<file path="src/omr_pkg.sv">
// shared constants, command codes and carrier types for the output mode / range / status block
`default_nettype none
package omr_pkg;

    // ****************************************
    // clock and timing
    // ****************************************
    localparam int unsigned CLK_PERIOD_NS = 5;
    localparam int unsigned TICK_TIME_US  = 1000;   // one unit of transient duration
    localparam int unsigned TICK_CYCLES   = TICK_TIME_US * 1000 / CLK_PERIOD_NS;

    // ****************************************
    // scaling and ranges
    // ****************************************
    localparam logic [15:0] FULL_SCALE_CODE = 16'hffff;
    localparam logic [15:0] QUARTER_CODE    = FULL_SCALE_CODE >> 2;
    localparam logic [15:0] RANGE_FULL      = 16'h0001;
    localparam logic [15:0] RANGE_QUARTER   = 16'h0004;

    // ****************************************
    // status structure
    // ****************************************
    localparam int unsigned CC_BIT    = 10;
    localparam int unsigned CV_BIT    = 8;
    localparam logic [15:0] COND_MASK = 16'h0521;   // 1313
    localparam logic [15:0] ENAB_RST  = 16'h0000;
    localparam logic [15:0] EVT_RST   = 16'h0000;
    localparam logic [15:0] LEVEL_RST = 16'h0000;
    localparam logic [15:0] DUR_RST   = 16'h0001;

    // ****************************************
    // error codes, two's complement
    // ****************************************
    localparam logic [15:0] ERR_COMMAND    = 16'hff9c;  // -100
    localparam logic [15:0] ERR_CONFLICT   = 16'hff23;  // -221
    localparam logic [15:0] ERR_DATA_RANGE = 16'hff22;  // -222
    localparam logic [15:0] ERR_PARAM      = 16'hff20;  // -224

    // ****************************************
    // mode query replies
    // ****************************************
    localparam logic [15:0] REPLY_FIXED = 16'h0000;
    localparam logic [15:0] REPLY_LIST  = 16'h0001;
    localparam logic [15:0] REPLY_TRANS = 16'h0002;

    typedef enum logic [4:0] {
        OP_NOP       = 5'h00, OP_SET_LEVEL = 5'h01, OP_SET_CURR  = 5'h02, OP_SET_LIMIT = 5'h03,
        OP_MODE_FIX  = 5'h04, OP_MODE_LIST = 5'h05, OP_MODE_TRAN = 5'h06, OP_QRY_MODE  = 5'h07,
        OP_SET_RANGE = 5'h08, OP_QRY_RANGE = 5'h09, OP_AUTO_V    = 5'h0a, OP_AUTO_C    = 5'h0b,
        OP_SET_TRIG  = 5'h0c, OP_QRY_TRIG  = 5'h0d, OP_TRIGGER   = 5'h0e, OP_QRY_COND  = 5'h0f,
        OP_SET_ENAB  = 5'h10, OP_QRY_ENAB  = 5'h11, OP_QRY_EVT   = 5'h12, OP_RESET     = 5'h13,
        OP_FUNC_MODE = 5'h14, OP_SEQ_LEVEL = 5'h15, OP_SEQ_CURR  = 5'h16, OP_QRY_LEVEL = 5'h17
    } omr_op_t;

    typedef enum logic [3:0] {
        MODE_FIXED = 4'b0001,
        MODE_LIST  = 4'b0010,
        MODE_ARMED = 4'b0100,
        MODE_PULSE = 4'b1000
    } omr_mode_t;

    typedef struct packed {
        logic        valid;
        omr_op_t     op;
        logic [15:0] arg;
    } omr_req_t;

    typedef struct packed {
        logic        valid;
        logic [15:0] data;
    } omr_ans_t;

    typedef struct packed {
        logic        valid;
        logic [15:0] code;
    } omr_err_t;

endpackage
`default_nettype wire

</file>
<file path="src/omr_pulse_timer.sv">
// transient duration timer: counts whole ticks derived from the system clock
`timescale 1ns/100ps
`default_nettype none
module omr_pulse_timer
    import omr_pkg::*;
#(
    parameter int unsigned TICK_CYCLES = omr_pkg::TICK_CYCLES,
    parameter int unsigned DUR_W       = 16
) (
    // clock and reset
    input  wire logic             core_clk_i,
    input  wire logic             rst_i,
    // control
    input  wire logic             start_i,
    input  wire logic             stop_i,
    input  wire logic [DUR_W-1:0] dur_i,
    // status
    output logic                  expire_o
);

    localparam int unsigned    TW        = (TICK_CYCLES > 1) ? $clog2(TICK_CYCLES) : 1;
    localparam logic [TW-1:0]  TICK_LAST = TW'(TICK_CYCLES - 1);

    typedef struct packed {
        logic             run;
        logic [TW-1:0]    tick;
        logic [DUR_W-1:0] left;
    } omr_tmr_state_t;

    omr_tmr_state_t s, n;
    logic           tick_end;

    always_comb begin
        n        = s;
        tick_end = (s.tick == TICK_LAST);
        // a zero duration still lasts one tick
        expire_o = s.run && tick_end && (s.left <= DUR_W'(1));
        if (start_i) begin
            n.run  = 1'b1;
            n.tick = '0;
            n.left = dur_i;
        end else if (stop_i || expire_o) begin
            n.run = 1'b0;
        end else if (s.run) begin
            n.tick = tick_end ? '0 : TW'(s.tick + 1'b1);
            if (tick_end) begin
                n.left = DUR_W'(s.left - 1'b1);
            end
        end
    end

    always_ff @(posedge core_clk_i or posedge rst_i) begin
        if (rst_i) begin
            s <= '0;
        end else begin
            s <= n;
        end
    end

endmodule // omr_pulse_timer
`default_nettype wire

</file>
<file path="src/omr_core.sv">
// command interpreter for output mode, ranging, triggered level and operation status
`timescale 1ns/100ps
`default_nettype none
module omr_core
    import omr_pkg::*;
#(
    parameter int unsigned TICK_CYCLES = omr_pkg::TICK_CYCLES,
    parameter logic [15:0] MAX_LEVEL   = 16'hffff,
    parameter int unsigned DUR_W       = 16
) (
    // clock and reset
    input  wire logic        core_clk_i,
    input  wire logic        rst_i,
    // command and answers
    input  wire omr_req_t    req_i,
    output omr_ans_t         ans_o,
    output omr_err_t         err_o,
    // sequencer handshake
    input  wire logic        seq_done_i,
    output logic             seq_run_o,
    // regulation pins
    input  wire logic        constant_current_flag_i,
    input  wire logic        constant_level_flag_i,
    // output settings
    output logic [15:0]      level_o,
    output logic [15:0]      curr_set_o,
    output logic [15:0]      curr_lim_o,
    output logic [15:0]      dac_code_o,
    output logic             current_mode_o,
    output logic             auto_scale_enable_o,
    output logic             op_summary_o
);

    // ****************************************
    // state
    // ****************************************
    typedef struct packed {
        omr_mode_t   mode;
        logic        cur_mode;
        logic        auto_en;
        logic        v_quarter;
        logic        c_quarter;
        logic [15:0] level;
        logic [15:0] curr_set;
        logic [15:0] curr_lim;
        logic [15:0] saved;
        logic [15:0] trig;
        logic [15:0] upper_level_limit;
        logic [15:0] enab;
        logic [15:0] evt;
        logic [15:0] dac;
        logic [15:0] dur;
        logic [1:0]  sync1;
        logic [1:0]  sync2;
        logic [1:0]  cond_q;
        omr_ans_t    ans;
        omr_err_t    err;
        logic        summary;
    } omr_state_t;

    localparam omr_state_t ST_RST = '{
        mode: MODE_FIXED, cur_mode: 1'b0, auto_en: 1'b1, v_quarter: 1'b0, c_quarter: 1'b0,
        level: LEVEL_RST, curr_set: LEVEL_RST, curr_lim: LEVEL_RST, saved: LEVEL_RST,
        trig: LEVEL_RST, upper_level_limit: MAX_LEVEL, enab: ENAB_RST, evt: EVT_RST,
        dac: LEVEL_RST, dur: DUR_RST, sync1: 2'h0, sync2: 2'h0, cond_q: 2'h0,
        ans: '0, err: '0, summary: 1'b0
    };

    omr_state_t  s, n;
    logic [15:0] cond;
    logic [15:0] rise;
    logic [15:0] sel_val;
    logic [15:0] op_arg;
    logic        tmr_start;
    logic        tmr_stop;
    logic        tmr_expire;

    // quarter-scale choice of the active function
    function automatic logic eff_quarter(input omr_state_t st);
        logic [15:0] v;
        v = st.cur_mode ? st.curr_set : st.level;
        if (st.auto_en) begin
            eff_quarter = (v <= QUARTER_CODE);
        end else begin
            eff_quarter = st.cur_mode ? st.c_quarter : st.v_quarter;
        end
    endfunction

    // ****************************************
    // transient timer
    // ****************************************
    omr_pulse_timer #(
        .TICK_CYCLES (TICK_CYCLES),
        .DUR_W       (DUR_W)
    ) u_timer (
        .core_clk_i (core_clk_i),
        .rst_i      (rst_i),
        .start_i    (tmr_start),
        .stop_i     (tmr_stop),
        .dur_i      (s.dur[DUR_W-1:0]),
        .expire_o   (tmr_expire)
    );

    // ****************************************
    // next state
    // ****************************************
    always_comb begin
        n         = s;
        tmr_start = 1'b0;
        tmr_stop  = 1'b0;
        op_arg    = req_i.arg;
        n.ans     = '0;
        n.err     = '0;
        // live condition view, only the two regulation bits exist
        cond         = '0;
        cond[CC_BIT] = s.sync2[1];
        cond[CV_BIT] = s.sync2[0];
        rise         = cond & ~{5'h00, s.cond_q[1], 1'b0, s.cond_q[0], 8'h00};
        n.sync1      = {constant_current_flag_i, constant_level_flag_i};
        n.sync2      = s.sync1;
        n.cond_q     = s.sync2;
        // the rise is or'ed in last so it survives a clearing read
        if (req_i.valid && req_i.op == OP_QRY_EVT) begin
            n.evt = '0;
        end
        n.evt = n.evt | rise;

        if (s.mode == MODE_PULSE && tmr_expire) begin
            n.level = s.saved;
            n.mode  = MODE_FIXED;
        end
        if (s.mode == MODE_LIST && seq_done_i) begin
            n.mode = MODE_FIXED;
        end

        if (req_i.valid) begin
            case (req_i.op)
                OP_SET_LEVEL, OP_TRIGGER: begin
                    if (req_i.op == OP_TRIGGER) begin
                        op_arg = s.trig;
                    end
                    if (op_arg > MAX_LEVEL) begin
                        n.err = '{valid: 1'b1, code: ERR_DATA_RANGE};
                    end else if (s.mode == MODE_ARMED) begin
                        n.saved   = s.level;
                        n.level   = op_arg;
                        n.mode    = MODE_PULSE;
                        tmr_start = 1'b1;
                    end else begin
                        n.level = op_arg;
                    end
                end
                OP_SET_CURR: begin
                    n.curr_set = req_i.arg;
                end
                OP_SET_LIMIT: begin
                    if (req_i.arg > MAX_LEVEL) begin
                        n.err = '{valid: 1'b1, code: ERR_DATA_RANGE};
                    end else begin
                        n.upper_level_limit = req_i.arg;
                    end
                end
                OP_MODE_FIX: begin
                    if (s.mode == MODE_LIST) begin
                        n.level    = '0;
                        n.curr_set = '0;
                        n.curr_lim = '0;
                    end
                    tmr_stop = 1'b1;
                    n.mode   = MODE_FIXED;
                end
                OP_MODE_LIST: begin
                    if (s.mode != MODE_LIST) begin
                        n.curr_lim = s.curr_set;
                        n.mode     = MODE_LIST;
                    end
                end
                OP_MODE_TRAN: begin
                    if (s.mode == MODE_LIST) begin
                        n.err = '{valid: 1'b1, code: ERR_CONFLICT};
                    end else begin
                        n.dur    = req_i.arg;
                        n.mode   = MODE_ARMED;
                        tmr_stop = 1'b1;
                    end
                end
                OP_QRY_MODE: begin
                    n.ans.valid = 1'b1;
                    case (s.mode)
                        MODE_LIST:  n.ans.data = REPLY_LIST;
                        MODE_ARMED: n.ans.data = REPLY_TRANS;
                        default:    n.ans.data = REPLY_FIXED;
                    endcase
                end
                OP_SET_RANGE: begin
                    if (req_i.arg == RANGE_FULL || req_i.arg == RANGE_QUARTER) begin
                        n.auto_en = 1'b0;
                        if (s.cur_mode) begin
                            n.c_quarter = (req_i.arg == RANGE_QUARTER);
                        end else begin
                            n.v_quarter = (req_i.arg == RANGE_QUARTER);
                        end
                    end else begin
                        n.err = '{valid: 1'b1, code: ERR_PARAM};
                    end
                end
                OP_QRY_RANGE: begin
                    n.ans = '{valid: 1'b1, data: eff_quarter(s) ? RANGE_QUARTER : RANGE_FULL};
                end
                OP_AUTO_V, OP_AUTO_C: begin
                    if (req_i.arg == 16'h0000) begin
                        // freeze the range that auto had chosen
                        n.auto_en = 1'b0;
                        if (s.cur_mode) begin
                            n.c_quarter = eff_quarter(s);
                        end else begin
                            n.v_quarter = eff_quarter(s);
                        end
                    end else if (req_i.arg == 16'h0001) begin
                        n.auto_en = 1'b1;
                    end else begin
                        n.err = '{valid: 1'b1, code: ERR_PARAM};
                    end
                end
                OP_SET_TRIG: begin
                    if (req_i.arg > MAX_LEVEL) begin
                        n.err = '{valid: 1'b1, code: ERR_DATA_RANGE};
                    end else if (req_i.arg > s.upper_level_limit) begin
                        n.trig = s.upper_level_limit;
                    end else begin
                        n.trig = req_i.arg;
                    end
                end
                OP_QRY_TRIG:  n.ans = '{valid: 1'b1, data: s.trig};
                OP_QRY_LEVEL: n.ans = '{valid: 1'b1, data: s.level};
                OP_QRY_COND:  n.ans = '{valid: 1'b1, data: cond};
                OP_SET_ENAB:  n.enab = req_i.arg & COND_MASK;
                OP_QRY_ENAB:  n.ans = '{valid: 1'b1, data: s.enab};
                OP_QRY_EVT:   n.ans = '{valid: 1'b1, data: s.evt};
                OP_RESET: begin
                    n.level    = LEVEL_RST;
                    n.curr_set = LEVEL_RST;
                    n.cur_mode = 1'b0;
                    n.auto_en  = 1'b1;
                    n.mode     = MODE_FIXED;
                    tmr_stop   = 1'b1;
                end
                OP_FUNC_MODE, OP_SEQ_LEVEL, OP_SEQ_CURR: begin
                    if (s.mode == MODE_LIST) begin
                        n.err = '{valid: 1'b1, code: ERR_CONFLICT};
                    end else if (req_i.op == OP_FUNC_MODE) begin
                        n.cur_mode = req_i.arg[0];
                    end
                end
                OP_NOP: begin
                end
                default: begin
                    n.err = '{valid: 1'b1, code: ERR_COMMAND};
                end
            endcase
        end

        // converter code for the active function
        sel_val = n.cur_mode ? n.curr_set : n.level;
        if (eff_quarter(n)) begin
            n.dac = (sel_val > QUARTER_CODE) ? FULL_SCALE_CODE : {sel_val[13:0], 2'b00};
        end else begin
            n.dac = sel_val;
        end
        n.summary = |(n.evt & n.enab);
    end

    always_ff @(posedge core_clk_i or posedge rst_i) begin
        if (rst_i) begin
            s <= ST_RST;
        end else begin
            s <= n;
        end
    end

    assign ans_o               = s.ans;
    assign err_o               = s.err;
    assign seq_run_o           = (s.mode == MODE_LIST);
    assign level_o             = s.level;
    assign curr_set_o          = s.curr_set;
    assign curr_lim_o          = s.curr_lim;
    assign dac_code_o          = s.dac;
    assign current_mode_o      = s.cur_mode;
    assign auto_scale_enable_o = s.auto_en;
    assign op_summary_o        = s.summary;
endmodule // omr_core
`default_nettype wire

</file>
<file path="config.mk">
export PLATFORM = sky130hd
export DESIGN_NAME = omr_core
export DESIGN_NICKNAME = d
export VERILOG_FILES = /design/src/omr_pkg.sv /design/src/omr_pulse_timer.sv /design/src/omr_core.sv
export SDC_FILE = /design/constraint.sdc
export NUM_CORES = 1
export LEC_CHECK = 0
export BUFFER_PORTS_ARGS = -buffer_cell sky130_fd_sc_hd__buf_2
export CORE_AREA = 2 2 149 151
export DETAILED_ROUTE_END_ITERATION = 6
export DIE_AREA = 0 0 151 153
export HOLD_SLACK_MARGIN = 0.06
export PLACE_DENSITY = 0.84
export SYNTH_ARGS = -nofsm -noshare
export SYNTH_HDL_FRONTEND = slang
export SYNTH_HIERARCHICAL = 1
export SYNTH_SLANG_ARGS = --single-unit
</file>
<file path="constraint.sdc">
create_clock -name core_clk_i -period 8 [get_ports core_clk_i]
set_input_delay 0.4 -clock core_clk_i [delete_from_list [all_inputs] [get_ports core_clk_i]]
set_output_delay 0.4 -clock core_clk_i [all_outputs]
set_load 0.05 [all_outputs]
</file>
Yosys cells after proc, flatten, opt, wreduce, memory -nomap -nowiden
Index checks and enable logic that the tools add are counted.
- register bits after elaboration: 244
- latch bits: 0
- bits in writable memories: 0
- bits in read-only memories: 0
- bits of input ports: 27
- memories: 0
- $add $sub $neg: 2
- multiply operators: 0
- div/mod/pow operators: 0
- magnitude comparators: 7
- eq/ne operators: 33
- shift-type cells: 0
- mux-type cells: 77
- bitwise gates (word level): 7
- reduce and logical (&&, ||, !) cells: 28
- operator list (kind ; count):
    $mux W16 ; 21
    $mux W120 ; 1
    $pmux W17 S7 ; 1
    $mux W17 ; 6
    $mux W34 ; 3
    $pmux W17 S6 ; 1
    $pmux W16 S3 ; 2
    $mux W48 ; 1
    $eq A5 B4 Y1 const B ; 8
    $eq A5 B5 Y1 const B ; 8
    $mux W35 ; 1
    $gt A16 B16 Y1 const B ; 2
    $le A16 B14 Y1 const B ; 2
    $pmux W16 S2 ; 1
    $mux W4 ; 6
    $mux W1 ; 23
    $eq A5 B3 Y1 const B ; 4
    $add A18 B1 Y18 const B ; 1
    $eq A18 B18 Y1 const B ; 1
    $mux W18 ; 1
    $and A11 B16 Y16 ; 1
    $and A16 B16 Y16 ; 1
    $eq A16 B1 Y1 const B ; 1
    $eq A16 B3 Y1 const B ; 1
    other kinds (33) ; 56

Depth between registers and ports, before layout
Gate-level depths: netlist of the first run.
- word-level depth: 14
- gate-level depth with buffers: 16
- depth with buffers taken out: 11

By module
Netlist of the first run, hierarchy kept.
- modules (own cells, without submodules) (module ; times used ; cells each ; area an instance (um^2)):
    omr_core ; 1 ; 1011 ; 10493.8
    omr_pulse_timer ; 1 ; 239 ; 2190.9

Least setup slack after synthesis of the first run
Ideal clock, no wire load.
- path kind: flip-flop to flip-flop
- start: reg s[208] (netlist name)
- end: reg u_timer/s[11] (netlist name)
- library setup time: 0.125 ns
- arrival time: 3.343 ns
- setup slack: 4.533 ns
- cell stages (with the launch flop): 14
- buffers on the path: 2
- clock period less this slack: 3.467 ns
- cells stage by stage: dfrtp_1 nor4b_4 nand2_1 nor3b_1 nor3_1 nand2_1 inv_1 nor2b_1 clkbuf_1 nand2_2 buf_1 nor4_1 xor2_1 mux2_2
- word-level cells in the longest chain between the ends: 7
- elaborated cells on any way between the ends: 15
- classes of those cells: 3 x eq/ne; 8 x mux; 4 x reduce/logical
- RTL lines (item ; line ; text):
    from (decl) ; omr_core.sv:69 ; omr_state_t s, n;
    from (signal assigned) ; omr_core.sv:277 ; s <= n;
    $eq A4 B2 Y1 ; -- ;
    via seq_run_o ; omr_core.sv:20 ; output logic seq_run_o,
    $mux W1 ; omr_core.sv:179 ; if (s.mode == MODE_LIST) begin
    $pmux W1 S2 ; omr_core.sv:137 ; case (req_i.op)
    $mux W1 ; omr_core.sv:136 ; if (req_i.valid) begin
    via tmr_stop ; omr_core.sv:75 ; logic tmr_stop;
    $logic_or A1 B1 Y1 ; omr_pulse_timer.sv:42 ; end else if (stop_i || expire_o) begin
    $ne A2 B2 Y1 (no line) ; -- ;
    $reduce_and A3 Y1 (no line) ; -- ;
    to (signal assigned) ; omr_pulse_timer.sv:56 ; s <= n;
    to (decl) ; omr_pulse_timer.sv:30 ; omr_tmr_state_t s, n;
The timed path passes the listed nets, and every way through them passes these cells.
A chain may end at the register's enable or synchronous reset.

==> flow_results.xml, run 1 <==
<?xml version="1.0" encoding="UTF-8"?>
<metrics>
  <group name="logic_synthesis">
    <metric name="synth_nets" unit="">1296</metric>
    <metric name="post_synth_instance_area" unit="sq um">12700</metric>
    <metric name="synth_top_area_share" unit="%">41.8</metric>
    <metric name="yosys.area_share.xor_xnor" unit="%">1.17</metric>
    <metric name="ys.flop_type" unit="">sky130_fd_sc_hd__dfrtp_1</metric>
    <metric name="complex_gate_fraction_of_the_synthesized_area" unit="%">15.2</metric>
    <metric name="synth_cell_types" unit="">81</metric>
    <metric name="synth_top_family_by_area" unit="">simple AND/OR/NAND/NOR gates</metric>
    <metric name="synth_most_common_cell" unit="">sky130_fd_sc_hd__dfrtp_1</metric>
    <metric name="ys_ff_latch" unit="">231</metric>
    <metric name="ys_warn_count" unit="">6</metric>
    <metric name="synth_top_cells_by_count" unit="">212 x sky130_fd_sc_hd__dfrtp_1, 104 x sky130_fd_sc_hd__nand2_1, 99 x sky130_fd_sc_hd__buf_4</metric>
    <metric name="netlist_top_cells_area" unit="">sky130_fd_sc_hd__dfrtp_1 42%, sky130_fd_sc_hd__mux2_2 6.3%, sky130_fd_sc_hd__buf_4 5.9%, sky130_fd_sc_hd__mux2i_1 3.9%, sky130_fd_sc_hd__dfstp_2 3.9%</metric>
    <metric name="synth-edff-count" unit="">0</metric>
    <metric name="ys_seq_area_share" unit="%">45.8</metric>
    <metric name="postSynthAreaPerCell" unit="sq um">10.1</metric>
    <metric name="post_synth_fa_ha_maj_area_fraction" unit="%">1.87</metric>
    <metric name="syn_inst" unit="">1250</metric>
    <metric name="proportion_of_synthesized_area_in_mux_cells" unit="%">10.4</metric>
    <metric name="async_flop_share" unit="%">100</metric>
    <metric name="synthSimpleGateAreaFrac" unit="%">16.0</metric>
    <metric name="yosysTopAreaCell" unit="">sky130_fd_sc_hd__dfrtp_1</metric>
  </group>
  <group name="setup_path">
    <metric name="critical_path.reg2reg.startpoint" unit="">u_timer/s[2]$_DFFE_PP0P_</metric>
    <metric name="start_kind" unit="">flip-flop</metric>
    <metric name="worst_setup_path_end_kind" unit="">flip-flop</metric>
    <metric name="critPathTopFamily" unit="">simple AND/OR/NAND/NOR gates</metric>
    <metric name="logic_depth_of_the_worst_register_to_register_path" unit="">10</metric>
    <metric name="cp_slowest_stage_delay" unit="ns">0.78</metric>
    <metric name="crit-reg2reg-capture" unit="">dac_code_o[12]$_DFF_PP0_</metric>
    <metric name="worstPathCellList" unit="">nor4_1 &gt; and2_1 &gt; and4_1 &gt; nand4b_1 &gt; buf_4 &gt; mux2i_1 &gt; o211ai_1 &gt; a22oi_4 &gt; and2_1 &gt; a221oi_1</metric>
    <metric name="ff2ff_setup_slack" unit="ns">3.46</metric>
    <metric name="worst_ep_arrival_time" unit="ns">4.92</metric>
    <metric name="cp_data_required_time" unit="ns">8.38</metric>
    <metric name="critical_setup_path_kind" unit="">reg -&gt; reg</metric>
    <metric name="worst_path_max_delay_cell" unit="">sky130_fd_sc_hd__nor4_1</metric>
    <metric name="critical-path-top-cell-by-count" unit="">sky130_fd_sc_hd__and2_1</metric>
    <metric name="critical_path.n_buffers_inverters" unit="">1</metric>
    <metric name="worst-path-max-fanout" unit="">18</metric>
  </group>
  <group name="timing">
    <metric name="drv_slew" unit="">0</metric>
    <metric name="clock_tree_skew_after_final_layout" unit="ns">0.0195</metric>
    <metric name="setup_violations" unit="">0</metric>
    <metric name="timing.final.crit_share" unit="%">56.7</metric>
    <metric name="setup_tns" unit="ns">0</metric>
    <metric name="fin_crit" unit="ns">4.54</metric>
    <metric name="grt_setup_unrepaired" unit="">no</metric>
    <metric name="fmaxAchievable" unit="MHz">220</metric>
    <metric name="timing.max_slew.rel_slack" unit="%">20.3</metric>
    <metric name="report.final.hold_viol_count" unit="">0</metric>
    <metric name="worst_pin_slew" unit="ns">1.20</metric>
  </group>
  <group name="route">
    <metric name="antenna_violating_nets_post_route" unit="">0</metric>
    <metric name="wl" unit="mm">33.0</metric>
    <metric name="via_count" unit="">9894</metric>
    <metric name="vias_per_cell" unit="">6.38</metric>
    <metric name="routed_wire_length_per_instance" unit="um">21.3</metric>
    <metric name="drc_errors" unit="">0</metric>
    <metric name="initialDrtViolationCount" unit="">1221</metric>
    <metric name="drt-pass1-iter-count" unit="">6</metric>
  </group>
  <group name="floorplan">
    <metric name="dieWidth" unit="um">151</metric>
    <metric name="design.portCount" unit="">129</metric>
    <metric name="initial_utilization" unit="%">59.0</metric>
    <metric name="rows" unit="">54</metric>
    <metric name="design.die.area" unit="sq um">23100</metric>
    <metric name="die_y" unit="um">153</metric>
    <metric name="coreArea" unit="sq um">21500</metric>
  </group>
  <group name="power_and_ir_drop">
    <metric name="total_leakage_power" unit="nW">6.26</metric>
    <metric name="power_per_cell_area" unit="nW/um^2">253</metric>
    <metric name="p_total" unit="mW">3.45</metric>
    <metric name="total_switching_power" unit="mW">1.22</metric>
    <metric name="netSwitchingFraction" unit="%">35.2</metric>
    <metric name="irDropWorstVdd" unit="mV">0.166</metric>
    <metric name="portion_of_total_power_attributed_to_combinational_logic" unit="%">25.0</metric>
    <metric name="pwr-share-clk" unit="%">33.4</metric>
    <metric name="power_frac_seq" unit="%">41.5</metric>
    <metric name="internal_power" unit="mW">2.23</metric>
  </group>
  <group name="global_route">
    <metric name="globalRouteOverflowTotal" unit="">0</metric>
    <metric name="antenna_found_initial" unit="">2</metric>
    <metric name="grt.total_usage" unit="%">28.7</metric>
    <metric name="number_of_global_route_vias_before_repair" unit="">9453</metric>
    <metric name="grt_first_pass_wirelength" unit="mm">52.3</metric>
    <metric name="grt_max_degree" unit="">121</metric>
  </group>
  <group name="cells_and_area">
    <metric name="synthToLayoutAreaGrowth" unit="%">7.51</metric>
    <metric name="final.fill_count" unit="">1674</metric>
    <metric name="final_layout_size_suffix_gt1_share" unit="%">25.0</metric>
    <metric name="seqCellArea" unit="sq um">5800</metric>
    <metric name="multiInputGateArea" unit="sq um">5700</metric>
    <metric name="final_cell_area" unit="sq um">13600</metric>
    <metric name="finish.net_count" unit="">1295</metric>
  </group>
  <group name="clock_network">
    <metric name="clk_pin_slew_worst_paths" unit="ns">0.07</metric>
    <metric name="clockRootBuffer" unit="">sky130_fd_sc_hd__clkbuf_16</metric>
    <metric name="cts-buffers-inserted" unit="">25</metric>
    <metric name="ctsResizeCount" unit="">0</metric>
    <metric name="number_of_buffers_on_the_longest_clock_path" unit="">3</metric>
    <metric name="tritoncts_clock_tree" unit="">yes</metric>
    <metric name="cts-hold-fix-buffers" unit="">4</metric>
    <metric name="worst_skew_pair.late_latency" unit="ns">0.54</metric>
    <metric name="htreeDepth" unit="">1</metric>
    <metric name="post-cts-setup-buffer-count" unit="">0</metric>
    <metric name="cts.sinks" unit="">231</metric>
  </group>
  <group name="outcome">
    <metric name="status" unit="">completed</metric>
  </group>
  <group name="job">
    <metric name="cap_viol_max_count" unit="">0</metric>
  </group>
  <group name="placed_design">
    <metric name="post_place_cell_area" unit="sq um">12800</metric>
    <metric name="gpl.final_weighted_congestion" unit="">0.901</metric>
    <metric name="dpl.hpwl" unit="mm">22.7</metric>
    <metric name="place.port_buffers" unit="">127</metric>
  </group>
  <group name="min_path">
    <metric name="min_to" unit="">s[205]$_DFF_PP1_</metric>
    <metric name="worstHoldStart" unit="">req_i[21]</metric>
    <metric name="hold_path.class" unit="">in -&gt; reg</metric>
    <metric name="holdPathStages" unit="">3</metric>
  </group>
</metrics>
-- registers in the layout, summed over array words and instances (netlist names) --
name,count
dac_code_o,16
s,104
level_o,16
curr_set_o,16
ans_o,17
curr_lim_o,16
auto_scale_enable_o,1
u_timer/s,35
err_o,4
current_mode_o,1
op_summary_o,1
n,2
cond,2
-- how the worst max path moves through the flow --
stage                                   from                        to  slack (ns)  cells past startpoint
finish              u_timer/s[2]$_DFFE_PP0P_  dac_code_o[12]$_DFF_PP0_        3.46                     10
global route        u_timer/s[2]$_DFFE_PP0P_  dac_code_o[12]$_DFF_PP0_        3.14                     10
CTS                 u_timer/s[2]$_DFFE_PP0P_   dac_code_o[5]$_DFF_PP0_        3.51                     10
detailed placement  u_timer/s[2]$_DFFE_PP0P_  dac_code_o[12]$_DFF_PP0_        3.57                     10
global placement    u_timer/s[2]$_DFFE_PP0P_   dac_code_o[3]$_DFF_PP0_        3.69                     10
floorplan                              rst_i        ans_o[0]$_DFF_PP0_        2.29                      1
-- through the flow --
stage	utilization [%]	setup WS (ns)	hold slack, ns	cells
floorplan	-	2.29	0.331	1250
global placement	59.4	3.69	0.334	1498
detailed placement	59.4	3.57	0.335	1498
CTS	63.4	3.51	0.266	1548
global route	63.5	3.14	0.310	1550
finish	63.5	3.46	0.293	1550
-- tightest hold or removal path, cell delays in order --
cell	delay, ns
sky130_fd_sc_hd__buf_2	0.19
sky130_fd_sc_hd__nand4_1	0.13
sky130_fd_sc_hd__nand3_1	0.08
-- cell usage in the layout, fill, tap and decap left out, drive strengths merged, types with 9 or more instances in the layout --
cell type    n
nand2      105
dfrtp      212
and2        35
nor4        15
dfstp       19
buf        141
nand2b       9
o21ai       52
a21o        13
a31oi       10
nand3       36
or3         24
nor3        27
a221oi      15
nand4       18
nor2        54
o22ai       17
mux2i       51
clkbuf      33
inv         41
o2111ai     16
mux2        71
a22oi       31
ha          19
a21oi       48
a22o        19
xnor2       10
-- layer usage --
layer	up-vias	global-route usage, %	wire [um]
li1	4449	-	-
met1	4834	40.1	13300
met2	513	44.4	15300
met3	98	5.94	3140
met4	0	10.8	1340
met5	-	0	0
-- kinds of logic (layout without fill, tap and decap cells) --
group,Yosys count,after routing
compound gates,268,268
xor+xnor,17,17
fa+ha+maj,19,19
other cells,1,3
flops,231,231
simple gates,379,379
buf+inv,213,231
mux,122,122
-- power groups by stage --
stage	logic, mW	registers, mW	clock network (mW)
floorplan	0.757	1.41	0
detailed placement	0.849	1.44	0
finish	0.863	1.43	1.15
global placement	0.827	1.44	0
CTS	0.857	1.43	1.17
global route	0.916	1.45	1.21
-- final cells by class --
type                       count  share of cell area (%)
multi-input combinational    806                    41.8
antenna                        2                  0.0367
clock buffer                  33                    5.25
clock inverter                13                   0.872
inverter                      40                    1.16
timing repair buffer         145                    5.73
sequential                   231                    42.6
tap                          280                    2.57
No activity file was read; power rests on OpenSTA's default activity.
==> run 2: changes to the inputs <==
- ABC_AREA: default -> 1
- CORE_AREA: 2 2 149 151 -> 2 2 150 152
- DIE_AREA: 0 0 151 153 -> 0 0 152 154
- clock period: 8 -> 4.6 ns (I/O delays scaled with it)
==> run 2 against run 1 <==
  * Maximum frequency up 51%
  * Worst hold slack worse by 0.22 ns
  * Clock power up 90%
  * Area after synthesis up 1.9%
  * Cell area up 2.9%
  * Combinational power up 140%
  * Wire length up 8.1%
  * Setup slack worse by 1.9 ns
  * Sequential cell count unchanged
  * Count of clock-buffer cells in the layout unchanged
  * Total power up 100%
  * Non-clock buffer count up 6
  * Largest power group unchanged
==> flow_results.xml, run 2 <==
<?xml version="1.0" encoding="UTF-8"?>
<metrics>
  <group name="cells_and_area">
    <metric name="most_common_cell_after_layout_fill_and_taps_aside" unit="">sky130_fd_sc_hd__nand2_1</metric>
    <metric name="final_cell_mix" unit="">519 x sky130_fd_sc_hd__nand2_1, 212 x sky130_fd_sc_hd__dfrtp_1, 200 x sky130_fd_sc_hd__nand3_1, 157 x sky130_fd_sc_hd__inv_1, 127 x sky130_fd_sc_hd__buf_2</metric>
    <metric name="register_name_with_the_most_flops" unit="">s</metric>
    <metric name="max_reg_flops" unit="">104</metric>
    <metric name="synthToLayoutAreaGrowth" unit="%">8.61</metric>
    <metric name="ant_diodes" unit="">0</metric>
    <metric name="final.fill_count" unit="">1884</metric>
    <metric name="final_layout_size_suffix_gt1_share" unit="%">15.6</metric>
    <metric name="finish.net_count" unit="">1756</metric>
  </group>
  <group name="global_route">
    <metric name="grt_max_degree" unit="">197</metric>
    <metric name="number_of_global_route_vias_before_repair" unit="">10700</metric>
    <metric name="grt_first_pass_wirelength" unit="mm">56.4</metric>
    <metric name="globalRouteOverflowTotal" unit="">0</metric>
    <metric name="antenna_found_initial" unit="">0</metric>
    <metric name="grt.total_usage" unit="%">29.9</metric>
  </group>
  <group name="placed_design">
    <metric name="gpl.final_weighted_congestion" unit="">1.04</metric>
    <metric name="dpl.hpwl" unit="mm">25.6</metric>
    <metric name="place.port_buffers" unit="">127</metric>
    <metric name="place_worst_setup_slack" unit="ns">1.58</metric>
  </group>
  <group name="setup_path">
    <metric name="worst-path-stages" unit="">18</metric>
    <metric name="logic_depth_of_the_worst_register_to_register_path" unit="">18</metric>
    <metric name="critical_path.startpoint" unit="">u_timer/s[1]$_DFFE_PP0P_</metric>
    <metric name="critical_setup_path_kind" unit="">reg -&gt; reg</metric>
    <metric name="worst_path_max_delay_cell" unit="">sky130_fd_sc_hd__dfrtp_1</metric>
    <metric name="ff2ff_setup_slack" unit="ns">1.59</metric>
    <metric name="critPathTopFamily" unit="">simple AND/OR/NAND/NOR gates</metric>
    <metric name="crit-reg2reg-capture" unit="">dac_code_o[3]$_DFF_PP0_</metric>
    <metric name="critical_path.endpoint" unit="">dac_code_o[3]$_DFF_PP0_</metric>
    <metric name="worst-path-max-fanout" unit="">34</metric>
    <metric name="worst_ep_arrival_time" unit="ns">3.43</metric>
    <metric name="start_kind" unit="">flip-flop</metric>
    <metric name="worst_setup_path_end_kind" unit="">flip-flop</metric>
    <metric name="cp_slowest_stage_delay" unit="ns">0.39</metric>
    <metric name="cp_data_required_time" unit="ns">5.02</metric>
    <metric name="critical_path.n_buffers_inverters" unit="">2</metric>
    <metric name="critical_path.reg2reg.startpoint" unit="">u_timer/s[1]$_DFFE_PP0P_</metric>
    <metric name="worstPathCellList" unit="">inv_1 &gt; ha_1 &gt; nor2_1 &gt; nor4_1 &gt; nand3_1 &gt; nor3_1 &gt; nand4_1 &gt; buf_4 &gt; nand2_1 &gt; o21ai_0 &gt; nand2_2 &gt; nand3_2 &gt; nand2_4 &gt; nand2_4 &gt; nand2_4 &gt; nand2_4 &gt; nand2_1 &gt; nand2_1</metric>
    <metric name="critical-path-top-cell-by-count" unit="">sky130_fd_sc_hd__nand2_4</metric>
  </group>
  <group name="clock_network">
    <metric name="tritoncts_clock_tree" unit="">yes</metric>
    <metric name="worst_skew_pair.late_latency" unit="ns">0.53</metric>
    <metric name="htreeDepth" unit="">1</metric>
    <metric name="clockRootBuffer" unit="">sky130_fd_sc_hd__clkbuf_16</metric>
    <metric name="cts-buffers-inserted" unit="">26</metric>
    <metric name="cts.sinks" unit="">231</metric>
    <metric name="clk_pin_slew_worst_paths" unit="ns">0.06</metric>
    <metric name="number_of_buffers_on_the_longest_clock_path" unit="">3</metric>
    <metric name="ctsResizeCount" unit="">0</metric>
  </group>
  <group name="timing">
    <metric name="grt_setup_unrepaired" unit="">no</metric>
    <metric name="fin_crit" unit="ns">3.01</metric>
    <metric name="setup_tns" unit="ns">0</metric>
    <metric name="drv_slew" unit="">0</metric>
    <metric name="fmaxAchievable" unit="MHz">332</metric>
    <metric name="clock_tree_skew_after_final_layout" unit="ns">0.00871</metric>
    <metric name="timing.max_slew.rel_slack" unit="%">25.9</metric>
    <metric name="report.final.hold_viol_count" unit="">0</metric>
    <metric name="setup_violations" unit="">0</metric>
    <metric name="worst_slack" unit="ns">1.59</metric>
    <metric name="timing.final.crit_share" unit="%">65.4</metric>
    <metric name="worst_pin_slew" unit="ns">1.11</metric>
  </group>
  <group name="floorplan">
    <metric name="die_y" unit="um">154</metric>
    <metric name="initial_utilization" unit="%">59.6</metric>
    <metric name="dieWidth" unit="um">152</metric>
    <metric name="rows" unit="">54</metric>
    <metric name="design.die.area" unit="sq um">23400</metric>
    <metric name="design.portCount" unit="">129</metric>
    <metric name="coreArea" unit="sq um">21700</metric>
  </group>
  <group name="logic_synthesis">
    <metric name="synth_top_area_share" unit="%">41.0</metric>
    <metric name="post_synth_instance_area" unit="sq um">12900</metric>
    <metric name="synth_top_cells_by_count" unit="">519 x sky130_fd_sc_hd__nand2_1, 212 x sky130_fd_sc_hd__dfrtp_1, 200 x sky130_fd_sc_hd__nand3_1</metric>
    <metric name="synth-edff-count" unit="">0</metric>
    <metric name="ys_seq_area_share" unit="%">44.9</metric>
    <metric name="synth_cell_types" unit="">49</metric>
    <metric name="ys_ff_latch" unit="">231</metric>
    <metric name="synth_most_common_cell" unit="">sky130_fd_sc_hd__nand2_1</metric>
    <metric name="yosysTopAreaCell" unit="">sky130_fd_sc_hd__dfrtp_1</metric>
    <metric name="syn_inst" unit="">1693</metric>
    <metric name="netlist_top_cells_area" unit="">sky130_fd_sc_hd__dfrtp_1 41%, sky130_fd_sc_hd__nand2_1 15%, sky130_fd_sc_hd__nand3_1 7.7%, sky130_fd_sc_hd__buf_4 5.8%, sky130_fd_sc_hd__inv_1 4.6%</metric>
    <metric name="async_flop_share" unit="%">100</metric>
    <metric name="synth_nets" unit="">1739</metric>
    <metric name="ys.flop_type" unit="">sky130_fd_sc_hd__dfrtp_1</metric>
    <metric name="ys_warn_count" unit="">6</metric>
    <metric name="postSynthAreaPerCell" unit="sq um">7.64</metric>
  </group>
  <group name="min_path">
    <metric name="hold_path.class" unit="">in -&gt; reg</metric>
  </group>
  <group name="power_and_ir_drop">
    <metric name="portion_of_total_power_attributed_to_combinational_logic" unit="%">30.3</metric>
    <metric name="internal_power" unit="mW">4.29</metric>
    <metric name="total_leakage_power" unit="nW">7.68</metric>
    <metric name="irDropWorstVdd" unit="mV">0.342</metric>
    <metric name="total_switching_power" unit="mW">2.62</metric>
    <metric name="power_frac_seq" unit="%">38.0</metric>
    <metric name="netSwitchingFraction" unit="%">38.0</metric>
    <metric name="pwr-share-clk" unit="%">31.7</metric>
    <metric name="power_per_cell_area" unit="nW/um^2">492</metric>
  </group>
  <group name="route">
    <metric name="routed_wire_length_per_instance" unit="um">17.8</metric>
    <metric name="via_count" unit="">11500</metric>
    <metric name="initialDrtViolationCount" unit="">1065</metric>
    <metric name="drt-pass1-iter-count" unit="">6</metric>
    <metric name="antenna_violating_nets_post_route" unit="">0</metric>
    <metric name="wl" unit="mm">35.7</metric>
    <metric name="drc_errors" unit="">0</metric>
    <metric name="vias_per_cell" unit="">5.71</metric>
  </group>
  <group name="job">
    <metric name="cap_viol_max_count" unit="">0</metric>
  </group>
  <group name="outcome">
    <metric name="status" unit="">completed</metric>
  </group>
</metrics>
[run 2: changes by cell type after synthesis, sizes merged, moves of 24 or more]
cell / before / now
a21oi: 48 / 14
a22oi: 31 / 2
and2: 35 / 0
inv: 39 / 173
mux2: 71 / 0
mux2i: 51 / 0
nand2: 105 / 549
nand3: 36 / 207
nor2: 54 / 109
o21ai: 52 / 105
or3: 24 / 0
[run 2: stage by stage]
stage | util (%) | hold slack, ns | instance area, sq um | std cells | power [mW]
finish | 64.7 | 0.0766 | 14000 | 2009 | 6.91
global route | 64.7 | 0.0834 | 14000 | 2009 | 7.25
floorplan | - | 0.261 | 12900 | 1693 | 4.35
CTS | 64.7 | 0.0608 | 14000 | 2009 | 6.90
global placement | 59.9 | 0.333 | 13000 | 1948 | 4.65
detailed placement | 59.9 | 0.340 | 13000 | 1948 | 4.69
[run 2: power groups by stage]
stage          Combinational (mW)  Sequential [mW]  Clock [mW]
6_report                     2.09             2.63        2.19
3_5_place_dp                 2.05             2.64           0
5_1_grt                      2.31             2.65        2.29
3_3_place_gp                 2.01             2.64           0
2_1_floorplan                1.79             2.57           0
4_1_cts                      2.08             2.61        2.21
[run 2: how the worst min path moves through the flow]
stage | cells past startpoint | startpoint | slack, ns | endpoint
floorplan | 0 | constant_level_flag_i | 0.26 | n[37]$_DFF_PP0_
global placement | 0 | n[37]$_DFF_PP0_ | 0.33 | cond[8]$_DFF_PP0_
detailed placement | 1 | constant_level_flag_i | 0.34 | n[37]$_DFF_PP0_
CTS | 3 | req_i[8] | 0.06 | curr_set_o[8]$_DFF_PP0_
global route | 3 | req_i[8] | 0.08 | curr_set_o[8]$_DFF_PP0_
finish | 3 | req_i[9] | 0.08 | curr_set_o[9]$_DFF_PP0_
[run 2: timing repair]
action                                 CTS  global route
hold buffers                            14             0
setup buffers                            0             0
endpoints found under the hold margin   27             0
[run 2: metal layers]
metal	track usage, %	up-vias	part of all wire [%]
li1	-	5379	-
met1	41.6	5414	42
met2	46.8	593	45
met3	6.12	95	10
met4	10.7	0	3.4
met5	0	-	0
[run 2: cells by family after synthesis]
group,Yosys count,share of synthesized area (%)
AND/OR/NAND/NOR,906,30.8
buffers and inverters,340,13.1
flip-flops,231,44.9
AO/OA/AOI/OAI,179,8.20
adder cells (fa/ha/maj),19,1.84
XOR/XNOR,17,1.15
other,1,0.0290
[run 2: layout make-up]
cell class                      instances  area (sq um)  area share, %
Sequential cell                       231          5800           41.3
Clock buffer                           33           728           5.19
Clock inverter                         14           184           1.31
Multi-Input combinational cell       1122          5430           38.7
Tap cell                              280           350           2.50
Timing Repair Buffer                  151           863           6.15
Inverter                              178           674           4.80
[run 2: worst min-delay path, delay by kind of cell]
family | cells | cell delay [ns]
simple gates | 2 | 0.19
buf+inv | 1 | 0.14
==> run 3: changes to the inputs <==
- clock period: 4.6 -> 3.05 ns (I/O delays scaled with it)
==> run 3 against run 2 <==
  * The flow now finishes with violations (design-rule violations)
  * Global-route usage rose by 2.1 points
  * Combinational power rose by 60%
  * Clock skew rose by 0.0050 ns
  * First-iteration DRC count rose by 29%
  * Critical path depth did not move
  * Sequential share of layout area fell by 1.4 points
  * Cell area rose by 3.5%
  * Sequential power rose by 51%
  * Worst hold slack improved by 0.095 ns
  * Count of clock-buffer cells in the layout rose by 1
  * Total power rose by 56%
  * Via count rose by 3.2%
  * Critical endpoint unchanged
  * Largest cell class unchanged
  * Largest power group unchanged
==> flow_results.xml, run 3 (synthesis results as in run 2) <==
<?xml version="1.0" encoding="UTF-8"?>
<metrics>
  <group name="power_and_ir_drop">
    <metric name="internal_power" unit="mW">6.77</metric>
    <metric name="netSwitchingFraction" unit="%">37.4</metric>
    <metric name="total_switching_power" unit="mW">4.04</metric>
    <metric name="p_total" unit="mW">10.8</metric>
    <metric name="irDropWorstVdd" unit="mV">0.570</metric>
    <metric name="total_leakage_power" unit="nW">7.94</metric>
    <metric name="power_frac_seq" unit="%">36.8</metric>
    <metric name="pwr-share-clk" unit="%">32.2</metric>
    <metric name="power_per_cell_area" unit="nW/um^2">744</metric>
    <metric name="portion_of_total_power_attributed_to_combinational_logic" unit="%">31.0</metric>
  </group>
  <group name="timing">
    <metric name="drv_slew" unit="">0</metric>
    <metric name="fmaxAchievable" unit="MHz">346</metric>
    <metric name="report.final.hold_viol_count" unit="">0</metric>
    <metric name="setup_violations" unit="">0</metric>
    <metric name="worst_pin_slew" unit="ns">1.21</metric>
    <metric name="timing.max_slew.rel_slack" unit="%">19.2</metric>
    <metric name="clock_tree_skew_after_final_layout" unit="ns">0.0137</metric>
    <metric name="fin_crit" unit="ns">2.89</metric>
    <metric name="timing.final.crit_share" unit="%">94.7</metric>
  </group>
  <group name="route">
    <metric name="via_count" unit="">11900</metric>
    <metric name="drc_errors" unit="">17</metric>
    <metric name="initialDrtViolationCount" unit="">1375</metric>
    <metric name="antenna_violating_nets_post_route" unit="">0</metric>
    <metric name="wl" unit="mm">38.4</metric>
    <metric name="vias_per_cell" unit="">5.78</metric>
    <metric name="drt-pass1-iter-count" unit="">7</metric>
    <metric name="routed_wire_length_per_instance" unit="um">18.7</metric>
  </group>
  <group name="cells_and_area">
    <metric name="final_cell_area" unit="sq um">14500</metric>
    <metric name="final_cell_mix" unit="">519 x sky130_fd_sc_hd__nand2_1, 212 x sky130_fd_sc_hd__dfrtp_1, 200 x sky130_fd_sc_hd__nand3_1, 157 x sky130_fd_sc_hd__inv_1, 127 x sky130_fd_sc_hd__buf_2</metric>
    <metric name="final_layout_size_suffix_gt1_share" unit="%">17.3</metric>
    <metric name="seqCellArea" unit="sq um">5800</metric>
    <metric name="max_reg_flops" unit="">104</metric>
    <metric name="register_name_with_the_most_flops" unit="">s</metric>
    <metric name="synthToLayoutAreaGrowth" unit="%">12.4</metric>
    <metric name="final.fill_count" unit="">1797</metric>
    <metric name="finish.net_count" unit="">1799</metric>
    <metric name="multiInputGateArea" unit="sq um">5490</metric>
    <metric name="most_common_cell_after_layout_fill_and_taps_aside" unit="">sky130_fd_sc_hd__nand2_1</metric>
  </group>
  <group name="setup_path">
    <metric name="worst_ep_arrival_time" unit="ns">3.32</metric>
    <metric name="critical_setup_path_kind" unit="">reg -&gt; reg</metric>
    <metric name="critical_path.startpoint" unit="">u_timer/s[1]$_DFFE_PP0P_</metric>
    <metric name="worstPathCellList" unit="">inv_1 &gt; ha_1 &gt; nor2_1 &gt; nor4_2 &gt; nand3_1 &gt; nor3_4 &gt; nand4_1 &gt; buf_4 &gt; buf_4 &gt; clkbuf_16 &gt; nand2_1 &gt; o21ai_0 &gt; nand2_1 &gt; nand3_1 &gt; nand2_1 &gt; nand3_1 &gt; nand3_1 &gt; nand2_1</metric>
    <metric name="critical_path.reg2reg.startpoint" unit="">u_timer/s[1]$_DFFE_PP0P_</metric>
    <metric name="worst_path_max_delay_cell" unit="">sky130_fd_sc_hd__dfrtp_1</metric>
    <metric name="worst_setup_path_end_kind" unit="">flip-flop</metric>
    <metric name="start_kind" unit="">flip-flop</metric>
    <metric name="worst-path-max-fanout" unit="">17</metric>
    <metric name="cp_slowest_stage_delay" unit="ns">0.38</metric>
    <metric name="cp_data_required_time" unit="ns">3.48</metric>
  </group>
  <group name="placed_design">
    <metric name="post_place_cell_area" unit="sq um">13200</metric>
    <metric name="gpl.final_weighted_congestion" unit="">1.03</metric>
    <metric name="dpl.hpwl" unit="mm">27.2</metric>
    <metric name="place.port_buffers" unit="">127</metric>
  </group>
  <group name="floorplan">
    <metric name="coreArea" unit="sq um">21700</metric>
    <metric name="design.portCount" unit="">129</metric>
    <metric name="dieWidth" unit="um">152</metric>
    <metric name="rows" unit="">54</metric>
    <metric name="design.die.area" unit="sq um">23400</metric>
    <metric name="initial_utilization" unit="%">59.6</metric>
    <metric name="die_y" unit="um">154</metric>
  </group>
  <group name="clock_network">
    <metric name="clk_pin_slew_worst_paths" unit="ns">0.06</metric>
    <metric name="clockRootBuffer" unit="">sky130_fd_sc_hd__clkbuf_16</metric>
    <metric name="htreeDepth" unit="">1</metric>
    <metric name="number_of_buffers_on_the_longest_clock_path" unit="">3</metric>
    <metric name="cts-buffers-inserted" unit="">26</metric>
    <metric name="cts.sinks" unit="">231</metric>
    <metric name="tritoncts_clock_tree" unit="">yes</metric>
    <metric name="worst_skew_pair.late_latency" unit="ns">0.54</metric>
  </group>
  <group name="min_path">
    <metric name="worstHoldStart" unit="">req_i[20]</metric>
    <metric name="hold_path.class" unit="">in -&gt; reg</metric>
  </group>
  <group name="outcome">
    <metric name="status" unit="">finished with violations</metric>
    <metric name="violations_in_the_final_reports" unit="">design-rule violations</metric>
  </group>
  <group name="global_route">
    <metric name="globalRouteOverflowTotal" unit="">0</metric>
    <metric name="grt.total_usage" unit="%">31.9</metric>
    <metric name="number_of_global_route_vias_before_repair" unit="">11000</metric>
    <metric name="antenna_found_initial" unit="">2</metric>
    <metric name="grt_max_degree" unit="">51</metric>
    <metric name="grt_first_pass_wirelength" unit="mm">59.7</metric>
  </group>
  <group name="job">
    <metric name="cap_viol_max_count" unit="">0</metric>
  </group>
</metrics>
run 3: cell count changes in the layout (fill, tap and decap cells not counted), sizes merged:
cell / change
dlygate4sd3: +8
clkinvlp: -3
buf: +34
clkbuf: +2
inv: -1
diode: +1
bufinv: +2
run 3: layout make-up:
type,instances,area share [%]
Antenna cell,1,0.0172
Clock inverter,12,1.46
Clock buffer,34,5.17
Multi-Input combinational cell,1122,37.8
Tap cell,280,2.41
Inverter,178,4.64
Timing Repair Buffer,194,8.59
Sequential cell,231,39.9
run 3: metal layers:
layer  part of all wire (%)  vias to the layer above  wire length [um]  track usage (%)
met5                      0                        -                 0                0
met3                     11                      115              4080             6.23
met1                     41                     5547             15600             44.3
met4                    4.0                        0              1530             11.3
li1                       -                     5475                 -                -
met2                     45                      714             17200             50.5
run 3: timing repair:
item | CTS | global route
gates resized for setup | 2 | 6
pin swaps | 1 | 4
hold buffers | 22 | 0
cloned | 0 | 1
endpoints found under the hold margin | 81 | 0
endpoints found under the setup margin | 9 | 16
buffers inserted | 0 | 13
run 3: per-stage QoR:
stage / std cells / hold slack [ns] / setup WS, ns / util [%] / setup TNS [ns]
CTS: 2037 / 0.145 / 0.0381 / 66.2 / 0
global route: 2052 / 0.174 / -0.0363 / 67.0 / -0.148
floorplan: 1693 / 0.184 / 0.381 / - / 0
finish: 2052 / 0.172 / 0.162 / 67.0 / 0
detailed placement: 1969 / 0.265 / 0.0303 / 60.7 / 0
global placement: 1969 / 0.262 / 0.140 / 60.7 / 0
run 3: final timing paths:
check | endpoint | slack, ns | cells past startpoint
min in group asynchronous | u_timer/s[6]$_DFFE_PP0P_ | 0.29 | 4
hold / removal | ans_o[8]$_DFF_PP0_ | 0.17 | 3
setup / recovery | dac_code_o[3]$_DFF_PP0_ | 0.16 | 18
max in group asynchronous | s[115]$_DFFE_PP1P_ | 1.80 | 5
setup reg to reg | dac_code_o[3]$_DFF_PP0_ | 0.16 | 18
hold reg to reg | cond[8]$_DFF_PP0_ | 0.34 | 0
run 3: critical path: cells and delay by family (launching register included):
family	cells	cell delay, ns
AO/OA/AOI/OAI	1	0.08
adder cells (fa/ha/maj)	1	0.18
AND/OR/NAND/NOR	12	1.52
buffers and inverters	4	0.62
flip-flops	1	0.38
run 3: power groups by stage:
stage	registers, mW	clock network (mW)	logic (mW)
floorplan	3.87	0	2.69
global placement	3.98	0	3.08
detailed placement	3.99	0	3.14
CTS	3.95	3.52	3.20
global route	4.02	3.66	3.65
finish	3.98	3.49	3.35
